===== src/gpio_port_pkg.sv =====
// constants shared by the gpio port, its interrupt groups and its bus slave
// Overview of operation
// - eight pins, bit x of the value, direction and option registers controls and reflects pin x
// - direction clear makes an input; data reads return the pin level
// - data writes on input pins only update the latch, pin unchanged
// - option bit picks floating or pull-up input; pull-up input also interrupts on interrupt pins
// - direction set drives latch onto pin; data reads return the latch
// - output option picks push-pull or open-drain; latch 0 drives low always
// - interrupt input raises a request on an event matching its sensitivity
// - each pin detected by group sensitivity, then group detections ored
// - request latch hidden from software, cleared by vector fetch
// - any write of a group's sensitivity drops its pending request
// - enabled peripheral function overrides register-based pin configuration
// - peripheral output forces output mode, push-pull or open-drain per peripheral
// - peripheral input pins are inputs in software; level still readable
// - input config with peripheral output: data read returns peripheral value
// - output config with peripheral input: peripheral receives the latch value
// - direction/option: 00 floating, 01 pull-up, 10 open-drain, 11 push-pull
// - on interrupt pins 01 means input with interrupt, 00 plain floating
package gpio_port_pkg;
   localparam int PINS = 8;
   localparam int GROUPS = 2;
   localparam int SENS_W = 2;
   localparam int ADDR_W = 12;
   localparam int DATA_W = 32;
   localparam logic [ADDR_W-1:0] PIN_VALUE_OFS = 12'h000;
   localparam logic [ADDR_W-1:0] DIRECTION_OFS = 12'h004;
   localparam logic [ADDR_W-1:0] OPTION_OFS = 12'h008;
   localparam logic [ADDR_W-1:0] SENSITIVITY_OFS = 12'h00c;
   localparam logic [PINS-1:0] PORT_RESET = 8'h00;
   localparam logic [SENS_W-1:0] SENS_RESET = 2'h0;
   localparam logic [SENS_W-1:0] SENS_LOW_LEVEL = 2'h0;
   localparam logic [SENS_W-1:0] SENS_RISING = 2'h1;
   localparam logic [SENS_W-1:0] SENS_FALLING = 2'h2;
   localparam logic [SENS_W-1:0] SENS_BOTH = 2'h3;
   localparam logic [1:0] RESP_OKAY = 2'h0;
   localparam logic [1:0] RESP_SLVERR = 2'h2;
   typedef enum logic [2:0] {REG_PIN_VALUE, REG_DIRECTION, REG_OPTION, REG_SENSITIVITY,
                             REG_NONE} reg_sel_type;
endpackage


===== src/pin_sync.sv =====
// two-stage synchroniser for the pad inputs
`timescale 1ns/10ps
module pin_sync #(
   parameter int WIDTH = 8
) (
   // clock and reset
   input wire logic clk,
   input wire logic rst_n,
   // levels
   input wire logic [WIDTH-1:0] async_in,
   output logic [WIDTH-1:0] sync_out
);
   logic [WIDTH-1:0] meta_q;

   always_ff @(posedge clk or negedge rst_n)
   begin
      if (!rst_n)
      begin
         meta_q <= '0;
         sync_out <= '0;
      end
      else
      begin
         meta_q <= async_in;
         sync_out <= meta_q;
      end
   end
endmodule


===== src/ext_irq_group.sv =====
// one external interrupt vector: per-pin detection, or, and request latch
`timescale 1ns/10ps
module ext_irq_group
   import gpio_port_pkg::*;
#(
   parameter int WIDTH = 4
) (
   // clock and reset
   input wire logic clk,
   input wire logic rst_n,
   // synchronised pins and their interrupt enables
   input wire logic [WIDTH-1:0] pin_level,
   input wire logic [WIDTH-1:0] irq_en,
   // sensitivity
   input wire logic [gpio_port_pkg::SENS_W-1:0] sens,
   input wire logic sens_wr,
   // processor side
   input wire logic vector_fetch,
   output logic irq_req
);
   logic [WIDTH-1:0] prev_q;
   logic [WIDTH-1:0] hit;
   logic any_hit;
   logic req_q;

   always_ff @(posedge clk or negedge rst_n)
   begin
      if (!rst_n)
         prev_q <= '0;
      else
         prev_q <= pin_level;
   end

   always_comb
   begin
      unique case (sens)
         SENS_LOW_LEVEL: hit = irq_en & ~pin_level;
         SENS_RISING: hit = irq_en & pin_level & ~prev_q;
         SENS_FALLING: hit = irq_en & ~pin_level & prev_q;
         SENS_BOTH: hit = irq_en & (pin_level ^ prev_q);
      endcase
   end

   assign any_hit = |hit;

   // a fresh event beats a clear in the same cycle
   always_ff @(posedge clk or negedge rst_n)
   begin
      if (!rst_n)
         req_q <= 1'b0;
      else if (any_hit)
         req_q <= 1'b1;
      else if (vector_fetch || sens_wr)
         req_q <= 1'b0;
   end

   assign irq_req = req_q;
endmodule


===== src/gpio_port.sv =====
// gpio port top: pin muxing, port registers and axi4-lite slave
//
// Added by the designer: the AXI4-Lite slave port and the address map.
`timescale 1ns/10ps
module gpio_port
   import gpio_port_pkg::*;
#(
   parameter int NPINS = gpio_port_pkg::PINS,
   parameter int NGROUPS = gpio_port_pkg::GROUPS,
   parameter logic [gpio_port_pkg::PINS-1:0] IRQ_PIN_MASK = 8'hff
) (
   // clock and reset
   input wire logic clk,
   input wire logic rst_n,
   // axi4-lite write address
   input wire logic s_axi_awvalid,
   output logic s_axi_awready,
   input wire logic [gpio_port_pkg::ADDR_W-1:0] s_axi_awaddr,
   input wire logic [2:0] s_axi_awprot,
   // axi4-lite write data
   input wire logic s_axi_wvalid,
   output logic s_axi_wready,
   input wire logic [gpio_port_pkg::DATA_W-1:0] s_axi_wdata,
   input wire logic [3:0] s_axi_wstrb,
   // axi4-lite write response
   output logic s_axi_bvalid,
   input wire logic s_axi_bready,
   output logic [1:0] s_axi_bresp,
   // axi4-lite read address
   input wire logic s_axi_arvalid,
   output logic s_axi_arready,
   input wire logic [gpio_port_pkg::ADDR_W-1:0] s_axi_araddr,
   input wire logic [2:0] s_axi_arprot,
   // axi4-lite read data
   output logic s_axi_rvalid,
   input wire logic s_axi_rready,
   output logic [gpio_port_pkg::DATA_W-1:0] s_axi_rdata,
   output logic [1:0] s_axi_rresp,
   // pads
   input wire logic [gpio_port_pkg::PINS-1:0] pad_in,
   output logic [gpio_port_pkg::PINS-1:0] pad_out,
   output logic [gpio_port_pkg::PINS-1:0] pad_oe,
   output logic [gpio_port_pkg::PINS-1:0] pad_pullup_en,
   // on-chip peripheral functions
   input wire logic [gpio_port_pkg::PINS-1:0] alt_out_en,
   input wire logic [gpio_port_pkg::PINS-1:0] alt_out_val,
   input wire logic [gpio_port_pkg::PINS-1:0] alt_open_drain,
   output logic [gpio_port_pkg::PINS-1:0] alt_in,
   // external interrupt vectors
   input wire logic [gpio_port_pkg::GROUPS-1:0] irq_vector_fetch,
   output logic [gpio_port_pkg::GROUPS-1:0] irq_req
);
   import gpio_port_pkg::*;

   localparam int GROUP_W = NPINS / NGROUPS;
   localparam int SENS_BITS = NGROUPS * SENS_W;

   // port registers
   logic [NPINS-1:0] latch_q;
   logic [NPINS-1:0] dir_q;
   logic [NPINS-1:0] opt_q;
   logic [SENS_BITS-1:0] sens_q;
   logic [NPINS-1:0] pin_level;
   logic [NPINS-1:0] read_value;
   logic [NPINS-1:0] irq_en;

   // bus slave state
   logic aw_held_q;
   logic [ADDR_W-1:0] awaddr_q;
   logic w_held_q;
   logic [DATA_W-1:0] wdata_q;
   logic [3:0] wstrb_q;
   logic bvalid_q;
   logic [1:0] bresp_q;
   logic rvalid_q;
   logic [DATA_W-1:0] rdata_q;
   logic [1:0] rresp_q;
   logic do_write;
   logic do_read;
   logic byte0_wr;
   reg_sel_type wr_sel;
   reg_sel_type rd_sel;

   // shared by the write and the read path
   function automatic reg_sel_type decode(input logic [ADDR_W-1:0] addr);
      reg_sel_type sel;
      sel = REG_NONE;
      unique case (addr)
         PIN_VALUE_OFS: sel = REG_PIN_VALUE;
         DIRECTION_OFS: sel = REG_DIRECTION;
         OPTION_OFS: sel = REG_OPTION;
         SENSITIVITY_OFS: sel = REG_SENSITIVITY;
         default: sel = REG_NONE;
      endcase
      return sel;
   endfunction

   // pad inputs are asynchronous to clk
   pin_sync #(
      .WIDTH(NPINS)
   ) u_pin_sync (
      .clk(clk),
      .rst_n(rst_n),
      .async_in(pad_in),
      .sync_out(pin_level)
   );

   // write channel acceptance, either order
   assign s_axi_awready = !aw_held_q && !bvalid_q;
   assign s_axi_wready = !w_held_q && !bvalid_q;
   assign do_write = aw_held_q && w_held_q && !bvalid_q;
   assign wr_sel = decode(awaddr_q);
   assign byte0_wr = do_write && wstrb_q[0];

   always_ff @(posedge clk or negedge rst_n)
   begin
      if (!rst_n)
      begin
         aw_held_q <= 1'b0;
         awaddr_q <= '0;
      end
      else if (s_axi_awvalid && s_axi_awready)
      begin
         aw_held_q <= 1'b1;
         awaddr_q <= s_axi_awaddr;
      end
      else if (do_write)
         aw_held_q <= 1'b0;
   end

   always_ff @(posedge clk or negedge rst_n)
   begin
      if (!rst_n)
      begin
         w_held_q <= 1'b0;
         wdata_q <= '0;
         wstrb_q <= '0;
      end
      else if (s_axi_wvalid && s_axi_wready)
      begin
         w_held_q <= 1'b1;
         wdata_q <= s_axi_wdata;
         wstrb_q <= s_axi_wstrb;
      end
      else if (do_write)
         w_held_q <= 1'b0;
   end

   always_ff @(posedge clk or negedge rst_n)
   begin
      if (!rst_n)
      begin
         bvalid_q <= 1'b0;
         bresp_q <= RESP_OKAY;
      end
      else if (do_write)
      begin
         bvalid_q <= 1'b1;
         bresp_q <= (wr_sel == REG_NONE) ? RESP_SLVERR : RESP_OKAY;
      end
      else if (s_axi_bready)
         bvalid_q <= 1'b0;
   end

   assign s_axi_bvalid = bvalid_q;
   assign s_axi_bresp = bresp_q;

   // port registers; the latch is written whatever the direction
   always_ff @(posedge clk or negedge rst_n)
   begin
      if (!rst_n)
         latch_q <= PORT_RESET;
      else if (byte0_wr && wr_sel == REG_PIN_VALUE)
         latch_q <= wdata_q[NPINS-1:0];
   end

   always_ff @(posedge clk or negedge rst_n)
   begin
      if (!rst_n)
         dir_q <= PORT_RESET;
      else if (byte0_wr && wr_sel == REG_DIRECTION)
         dir_q <= wdata_q[NPINS-1:0];
   end

   always_ff @(posedge clk or negedge rst_n)
   begin
      if (!rst_n)
         opt_q <= PORT_RESET;
      else if (byte0_wr && wr_sel == REG_OPTION)
         opt_q <= wdata_q[NPINS-1:0];
   end

   always_ff @(posedge clk or negedge rst_n)
   begin
      if (!rst_n)
         sens_q <= {NGROUPS{SENS_RESET}};
      else if (byte0_wr && wr_sel == REG_SENSITIVITY)
         sens_q <= wdata_q[SENS_BITS-1:0];
   end

   // per-pin mode, peripheral function first
   always_comb
   begin
      for (int i = 0; i < NPINS; i++)
      begin
         if (alt_out_en[i])
         begin
            // open-drain peripheral output releases on a one
            pad_out[i] = alt_open_drain[i] ? 1'b0 : alt_out_val[i];
            pad_oe[i] = alt_open_drain[i] ? !alt_out_val[i] : 1'b1;
            pad_pullup_en[i] = 1'b0;
            read_value[i] = dir_q[i] ? latch_q[i] : alt_out_val[i];
         end
         else if (dir_q[i])
         begin
            // 10 open-drain, 11 push-pull
            pad_out[i] = opt_q[i] ? latch_q[i] : 1'b0;
            pad_oe[i] = opt_q[i] ? 1'b1 : !latch_q[i];
            pad_pullup_en[i] = 1'b0;
            read_value[i] = latch_q[i];
         end
         else
         begin
            // 00 floating, 01 pull-up
            pad_out[i] = 1'b0;
            pad_oe[i] = 1'b0;
            pad_pullup_en[i] = opt_q[i];
            read_value[i] = pin_level[i];
         end
      end
   end

   // peripheral inputs see the latch when the pin is an output
   always_comb
   begin
      for (int i = 0; i < NPINS; i++)
         alt_in[i] = dir_q[i] ? latch_q[i] : pin_level[i];
   end

   // interrupt input: direction 0, option 1, interrupt-capable pin;
   // a driving peripheral masks it so its own toggling cannot fire requests
   always_comb
   begin
      for (int i = 0; i < NPINS; i++)
         irq_en[i] = IRQ_PIN_MASK[i] && !dir_q[i] && opt_q[i] && !alt_out_en[i];
   end

   // one vector per group of adjacent pins
   genvar g;
   generate
      for (g = 0; g < NGROUPS; g++)
      begin : grp
         ext_irq_group #(
            .WIDTH(GROUP_W)
         ) u_group (
            .clk(clk),
            .rst_n(rst_n),
            .pin_level(pin_level[g*GROUP_W +: GROUP_W]),
            .irq_en(irq_en[g*GROUP_W +: GROUP_W]),
            .sens(sens_q[g*SENS_W +: SENS_W]),
            .sens_wr(byte0_wr && wr_sel == REG_SENSITIVITY),
            .vector_fetch(irq_vector_fetch[g]),
            .irq_req(irq_req[g])
         );
      end
   endgenerate

   // read channel; data captured from the registers and synchronised pin levels at the accepting edge
   assign s_axi_arready = !rvalid_q;
   assign do_read = s_axi_arvalid && s_axi_arready;
   assign rd_sel = decode(s_axi_araddr);

   always_ff @(posedge clk or negedge rst_n)
   begin
      if (!rst_n)
         rvalid_q <= 1'b0;
      else if (do_read)
         rvalid_q <= 1'b1;
      else if (s_axi_rready)
         rvalid_q <= 1'b0;
   end

   always_ff @(posedge clk or negedge rst_n)
   begin
      if (!rst_n)
      begin
         rdata_q <= '0;
         rresp_q <= RESP_OKAY;
      end
      else if (do_read)
      begin
         rdata_q <= '0;
         rresp_q <= RESP_OKAY;
         unique case (rd_sel)
            REG_PIN_VALUE: rdata_q[NPINS-1:0] <= read_value;
            REG_DIRECTION: rdata_q[NPINS-1:0] <= dir_q;
            REG_OPTION: rdata_q[NPINS-1:0] <= opt_q;
            REG_SENSITIVITY: rdata_q[SENS_BITS-1:0] <= sens_q;
            REG_NONE: rresp_q <= RESP_SLVERR;
         endcase
      end
   end

   assign s_axi_rvalid = rvalid_q;
   assign s_axi_rdata = rdata_q;
   assign s_axi_rresp = rresp_q;
endmodule


===== config.mk =====
export PLATFORM = sky130hd
export DESIGN_NAME = gpio_port
export DESIGN_NICKNAME = d
export VERILOG_FILES = /design/src/gpio_port_pkg.sv /design/src/pin_sync.sv /design/src/ext_irq_group.sv /design/src/gpio_port.sv
export SDC_FILE = /design/constraint.sdc
export NUM_CORES = 1
export LEC_CHECK = 0
export BUFFER_PORTS_ARGS = -buffer_cell sky130_fd_sc_hd__buf_2
export CORE_MARGIN = 3
export CORE_UTILIZATION = 35
export DETAILED_ROUTE_END_ITERATION = 8
export PLACE_DENSITY_LB_ADDON = 0.1
export SYNTH_ARGS = -nofsm -noshare
export SYNTH_HDL_FRONTEND = slang
export SYNTH_SLANG_ARGS = --single-unit

===== constraint.sdc =====
create_clock -name clk -period 2.27 [get_ports clk]
set_input_delay 0.1135 -clock clk [delete_from_list [all_inputs] [get_ports clk]]
set_output_delay 0.1135 -clock clk [all_outputs]
set_load 0.01 [all_outputs]

==> out/metrics.cfg, run 1 <==
[run_status]
outcome = finished clean

[grt]
grt.total_usage_pct = 15.8
grt_pass1_wl_um = 16600
grt_remaining_overflow = 0
antenna_found_initial = 0
grt_pass1_vias = 3347
grt_start_max_net_pins = 40

[cts]
cts_buffer_depth = 2
clock-sinks = 89
cts-root-buf = clkbuf_16
numCtsBuffers = 9
clock_latency_ps = 340
cts.repair.resized = 0
cts_tree = done
path_clk_slew_ps = 60
h-tree-depth = 3

[floorplan]
die_y_um = 117
die_w_um = 117
start_util_pct = 36.7
ios = 182
dieArea_um2 = 13700
rows = 39
coreArea_um2 = 11700

[yosys]
synth_area_um2 = 4300
synth_edf_count = 0
syn_avg_cell_area_um2 = 10.9
synthDistinctLibCells = 41
synth_top_area_share_pct = 51.8
synth_top_flop_cell = dfrtp_1
async_flop_share_pct = 100
synth_cells = 396
ys_seq_area_share_pct = 51.8
synth_area_leaders = dfrtp_1 52%, mux2_2 10%, buf_4 5.1%, nand2_1 3.8%, mux2_1 3.1%
yosysTopAreaCell = dfrtp_1
yosys_register_bits = 89
ys_warn_count = 0

[sta]
finClkSkew_ps = 10.4
maxSlewViolCount = 0
rsz0062_at_grt = false
slew_headroom_pct = 61.5
finalCritPeriodShare_pct = 84.1
max_freq_mhz = 524
post-route-min-period_ps = 1910
tightest_slew_ps = 578
fin_tns_setup_ps = 0
hold_viol = 0
finalSetupViolCount = 0

[critical_path]
worstSetupStartpointType = register
path_cells = nor4_2 -> nand4_1 -> nor3b_2 -> buf_4 -> mux2_1
crit_fanout = 12
end_kind = register
slowest_stage = dfrtp_1
reg2reg_slack_ps = 360
crit_type = register to register
worstPathRequired_ps = 2490
r2r_start = awaddr_q[7]
max_stage_delay_ps = 390
regToRegEndpoint = opt_q[6]
startpoint = awaddr_q[7]
critPathArrivalTime_ps = 2130
worstRegToRegCells = 5

[hold_path]
min_path_type = input port to register
holdPathStages = 2
holdCritStartpoint = s_axi_awaddr[7]
min_to = awaddr_q[7]

[detailed_routing]
vias_per_cell = 5.04
ant_nets = 0
vias = 3496
first_pass_iters = 5
post_drt_wl_per_cell_um = 15.2
route.detailed.drc = 0
first_iter_violations = 131
wl_um = 10500

[cells_and_area]
instances_no_fill = 693
drive_above_1_share_pct = 35.1
regMostFlops = awaddr_q
largest_reg_flops = 12
nNetsFinal = 652
n_fill_cell = 1121
diodes = 0
regArea_um2 = 2230
areaGrowthSynthToFinish_pct = 28.1
multi_input_area_um2 = 1870

[pwr]
leakage_nw = 2.56
power.density_nw_per_um2 = 785
ir_drop_uv = 533

[placed_design]
dp_hpwl_um = 7830
place_inst = 657
io_buffer_count = 122
gp_congestion = 0.759

[run]
maxCapViolCount = 0

-- cells in the final DEF, fill, tap and decap left out, types with 14 or more instances in the layout --
cell             n
conb_1          26
a21oi_1         25
mux2_2          38
o21ai_1         15
nand2_1         43
dlygate4sd3_1   20
o21ai_0         15
dfrtp_1         89
buf_2          121
inv_1           14
-- routing by layer --
layer / vias up / share of wire (%) / GRT usage [%]
met1: 1682 / 45 / 20.1
met3: 15 / 5.7 / 2.93
met4: 0 / 2.0 / 7.11
met5: - / 0 / 0
li1: 1690 / - / -
met2: 109 / 48 / 26.4
-- metrics by stage --
step / worst slack [ps] / hold slack (ps) / area [um2] / utilization [%] / power (W)
2_1_floorplan: 489 / -182 / 4390 / - / 0.00256
3_3_place_gp: 359 / 126 / 5000 / 42.7 / 0.00281
3_5_place_dp: 338 / 128 / 5000 / 42.7 / 0.00283
4_1_cts: 328 / 0.224 / 5510 / 47.0 / 0.00439
5_1_grt: 221 / 10.3 / 5510 / 47.0 / 0.00457
6_report: 361 / 13.6 / 5510 / 47.0 / 0.00432
-- worst max path at each step --
| stage | endpoint | slack [ps] | cells after the start |
|---|---|---|---|
| final | opt_q[6] | 360 | 5 |
| after global routing | opt_q[5] | 220 | 5 |
| after CTS | opt_q[6] | 330 | 5 |
| after detailed placement | opt_q[6] | 340 | 5 |
| after global placement | opt_q[5] | 360 | 5 |
| after floorplan | opt_q[6] | 490 | 5 |
-- cells in the mapped netlist (5+ instances only) --
library cell  count
nor3_1            5
dfrtp_1          89
inv_1            14
clkbuf_1          6
a31oi_1           5
mux2_1           12
o22ai_1          12
nor2_1            9
nor2b_1           8
mux2_2           38
nand2_1          43
a2111oi_0        11
a21oi_1          25
buf_4            29
o21ai_1          15
nor3b_1           8
o21ai_0          15
nand3_1          11
-- critical path: cells and delay by family (launching register included) --
| family | cells | cell delay, ps |
|---|---|---|
| flip-flops | 1 | 390 |
| buffers and inverters | 1 | 230 |
| AND/OR/NAND/NOR | 3 | 830 |
| multiplexers | 1 | 340 |
-- layout make-up --
type	instances	share of cell area, %
flip-flops and latches	89	40.4
multi-input cells	281	33.9
repair buffers	150	15.9
clock buffers	12	4.66
well taps	143	3.25
inverters	14	0.954
clock inverters	4	0.931
-- cells by family (layout without fill, tap and decap cells) --
family	after synthesis	in the layout	synth area share [%]
compound gates	97	97	13.8
buf+inv	51	180	7.04
other cells	1	26	0.0872
flops	89	89	51.8
mux	50	50	13.1
simple gates	108	108	14.2
-- power breakdown --
group | internal [W] | switching [W]
Sequential | 0.00184 | 0.000224
Combinational | 0.000402 | 0.000344
Clock | 0.000913 | 0.000596
Total | 0.00316 | 0.00116
-- timing repair --
item / 4_1_cts / 5_1_grt
endpoints found under the hold margin: 55 / 0
hold buffers: 20 / 0
setup buffers: 0 / 0
(Power assumes the default switching activity.)
==> inputs of run 2 (changes only) <==
--- a/config.mk
+++ b/config.mk
@@ -5,6 +5,7 @@
 export SDC_FILE = /design/constraint.sdc
 export NUM_CORES = 1
 export LEC_CHECK = 0
+export ABC_AREA = 1
 export BUFFER_PORTS_ARGS = -buffer_cell sky130_fd_sc_hd__buf_2
 export CORE_MARGIN = 3
 export CORE_UTILIZATION = 35
==> constraint.sdc (replaced) <==
create_clock -name clk -period 1.57 [get_ports clk]
set_input_delay 0.0785 -clock clk [delete_from_list [all_inputs] [get_ports clk]]
set_output_delay 0.0785 -clock clk [all_outputs]
set_load 0.01 [all_outputs]
==> run 2 against run 1 <==
  * Via count is 13% higher
  * Combinational power rose by 84%
  * Global-route usage up 0.20 points
  * Sequential cell count stayed put
  * Critical path type unchanged
  * Count of clock-buffer cells in the layout shrank 3
  * Clock skew is 4.3 ps lower
  * Hold slack improved by 130 ps
  * Highest routed layer unchanged
  * Die area up 3.8%
  * Total power grew 42%
  * Register-to-register slack worse by 260 ps
  * Sequential power increased by 35%
  * Critical path depth increased by 1
==> out/metrics.cfg, run 2 <==
[placed_design]
gp_congestion = 0.876
postPlaceCellArea_um2 = 5220
dp_hpwl_um = 8390
place_inst = 831
io_buffer_count = 122

[sta]
finClkSkew_ps = 6.01
maxSlewViolCount = 0
hold_viol = 0
timing.hold.ws_ps = 147
finalCritPeriodShare_pct = 93.8
rsz0062_at_grt = true
max_freq_mhz = 679
post-route-min-period_ps = 1470
finalSetupViolCount = 0

[cells_and_area]
drive_above_1_share_pct = 24.3
nNetsFinal = 815
fin_area_um2 = 5850
regArea_um2 = 2230
mostFrequentLayoutCell = nand2_1
n_fill_cell = 1227
largest_reg_flops = 12
regMostFlops = awaddr_q
areaGrowthSynthToFinish_pct = 30.8
instances_no_fill = 881
diodes = 0
multi_input_area_um2 = 1810
layout_common_cells = 127 x nand2_1, 121 x buf_2, 88 x dfrtp_1

[yosys]
syn_avg_cell_area_um2 = 8.22
yosys-top-cells-count = 128 x nand2_1, 89 x dfrtp_1, 67 x inv_1, 55 x nand3_1, 47 x nor2_1
yosys_register_bits = 89
synth_most_common_cell = nand2_1
async_flop_share_pct = 100
yosysTopAreaCell = dfrtp_1
synth_top_flop_cell = dfrtp_1
ys_warn_count = 0
synth_cells = 544
synth_top_area_share_pct = 49.8
synth_area_leaders = dfrtp_1 50%, nand2_1 11%, nand3_1 6.2%, inv_1 5.6%, buf_4 4.7%
ys_seq_area_share_pct = 49.8
synth_area_um2 = 4470
synth_edf_count = 0
synthDistinctLibCells = 32

[hold_path]
holdCritStartpoint = s_axi_awvalid
min_to = aw_held_q
holdPathStages = 3
min_path_type = input port to register

[critical_path]
max_stage_delay_ps = 370
worstPathRequired_ps = 1800
cp_top_family = simple AND/OR/NAND/NOR gates
crit_type = register to register
end_kind = register
path_depth = 6
crit_fanout = 16
slowest_stage = dfrtp_1
regToRegEndpoint = latch_q[1]
critPathArrivalTime_ps = 1700
worstRegToRegCells = 6
critPathBufInv = 0
path_cells = nor2_1 -> nand3_1 -> nor2_1 -> nand3_4 -> nand2_1 -> o21ai_2
worstSetupStartpointType = register
critPathMostFrequentCell = nor2_1
reg2reg_slack_ps = 100
r2r_start = awaddr_q[5]

[detailed_routing]
post_drt_wl_per_cell_um = 12.5
vias = 3956
ant_nets = 0
wl_um = 11000
first_pass_iters = 4
vias_per_cell = 4.49
first_iter_violations = 200
route.detailed.drc = 0

[pwr]
ir_drop_uv = 880
leakage_nw = 3.06
power.density_nw_per_um2 = 1050

[cts]
clock-sinks = 89
cts_setup_buffers = 0
cts_buffer_depth = 2
path_clk_slew_ps = 60
numCtsBuffers = 9
clock_latency_ps = 340
cts-root-buf = clkbuf_16
h-tree-depth = 3
cts_tree = done

[grt]
grt_pass1_vias = 3671
grt_start_max_net_pins = 35
grt_remaining_overflow = 0
grt_pass1_wl_um = 18200
grt.total_usage_pct = 16.0
antenna_found_initial = 0

[floorplan]
die_w_um = 119
coreArea_um2 = 12300
dieArea_um2 = 14200
start_util_pct = 36.5
rows = 40
die_y_um = 119
ios = 182

[run_status]
outcome = finished clean

[run]
maxCapViolCount = 0

## run 2: cell types whose count changed in the layout (fill, tap and decap cells not counted), moves of 14 or more
cell           delta
nand2_1          +84
inv_1            +53
nand3_1          +44
mux2_2           -37
nor2_1           +37
dlygate4sd3_1    +14
## run 2: layer usage
layer	share of wire (%)	track usage, %	wire length (um)
met5	0	0	0
met3	5.8	3.70	638
met4	1.4	6.30	154
met1	48	22.0	5260
met2	45	24.5	4980
## run 2: repair_timing
action | CTS | global route
endpoints found under the hold margin | 64 | 0
resized for setup | 0 | 4
endpoints found under the setup margin | 0 | 26
hold buffers | 34 | 0
## run 2: kinds of logic (layout without fill, tap and decap cells)
logic type | count (synthesis) | count (layout) | share of synthesized area, %
and+or+nand+nor | 243 | 243 | 24.0
buffers and inverters | 108 | 252 | 12.0
AOI/OAI and AO/OA | 99 | 99 | 13.1
DFF | 89 | 89 | 49.8
muxes | 4 | 4 | 1.01
other | 1 | 26 | 0.0838
## run 2: area by class of cell
| type | instances | area share (%) |
|---|---|---|
| Timing Repair Buffer | 166 | 18.0 |
| Multi-Input combinational cell | 372 | 31.0 |
| Inverter | 70 | 4.49 |
| Clock inverter | 7 | 0.984 |
| Sequential cell | 89 | 38.1 |
| Tap cell | 168 | 3.59 |
| Clock buffer | 9 | 3.85 |
## run 2: how the worst max path moves through the flow
stage / start / end / slack, ps
5_1_grt: awaddr_q[5] / latch_q[3] / -20
4_1_cts: s_axi_bvalid / latch_q[0] / 60
3_5_place_dp: s_axi_bvalid / latch_q[0] / 70
3_3_place_gp: s_axi_bvalid / latch_q[0] / 100
2_1_floorplan: s_axi_bvalid / awaddr_q[1] / 160
6_report: awaddr_q[5] / latch_q[1] / 100
## run 2: power by group
group	total [W]	switching (W)	internal, W
combinational	0.00137	0.000861	0.000508
sequential	0.00280	0.000157	0.00264
clock	0.00198	0.000903	0.00108
total	0.00615	0.00192	0.00423
## run 2: stage by stage
step / total power, W / utilization, % / setup TNS (ps) / setup WS (ps)
after global placement: 0.00410 / 42.5 / 0 / 100
after floorplan: 0.00372 / - / 0 / 155
after CTS: 0.00624 / 47.6 / 0 / 59.3
final: 0.00615 / 47.7 / 0 / 97.3
after detailed placement: 0.00415 / 42.5 / 0 / 74.0
after global routing: 0.00657 / 47.7 / -59.6 / -17.7
## run 2: worst reg2reg max path, cell delays in order (launching register included)
cell     delay (ps)
dfrtp_1         370
nor2_1          110
nand3_1         200
nor2_1          230
nand3_4         240
nand2_1         150
o21ai_2          60
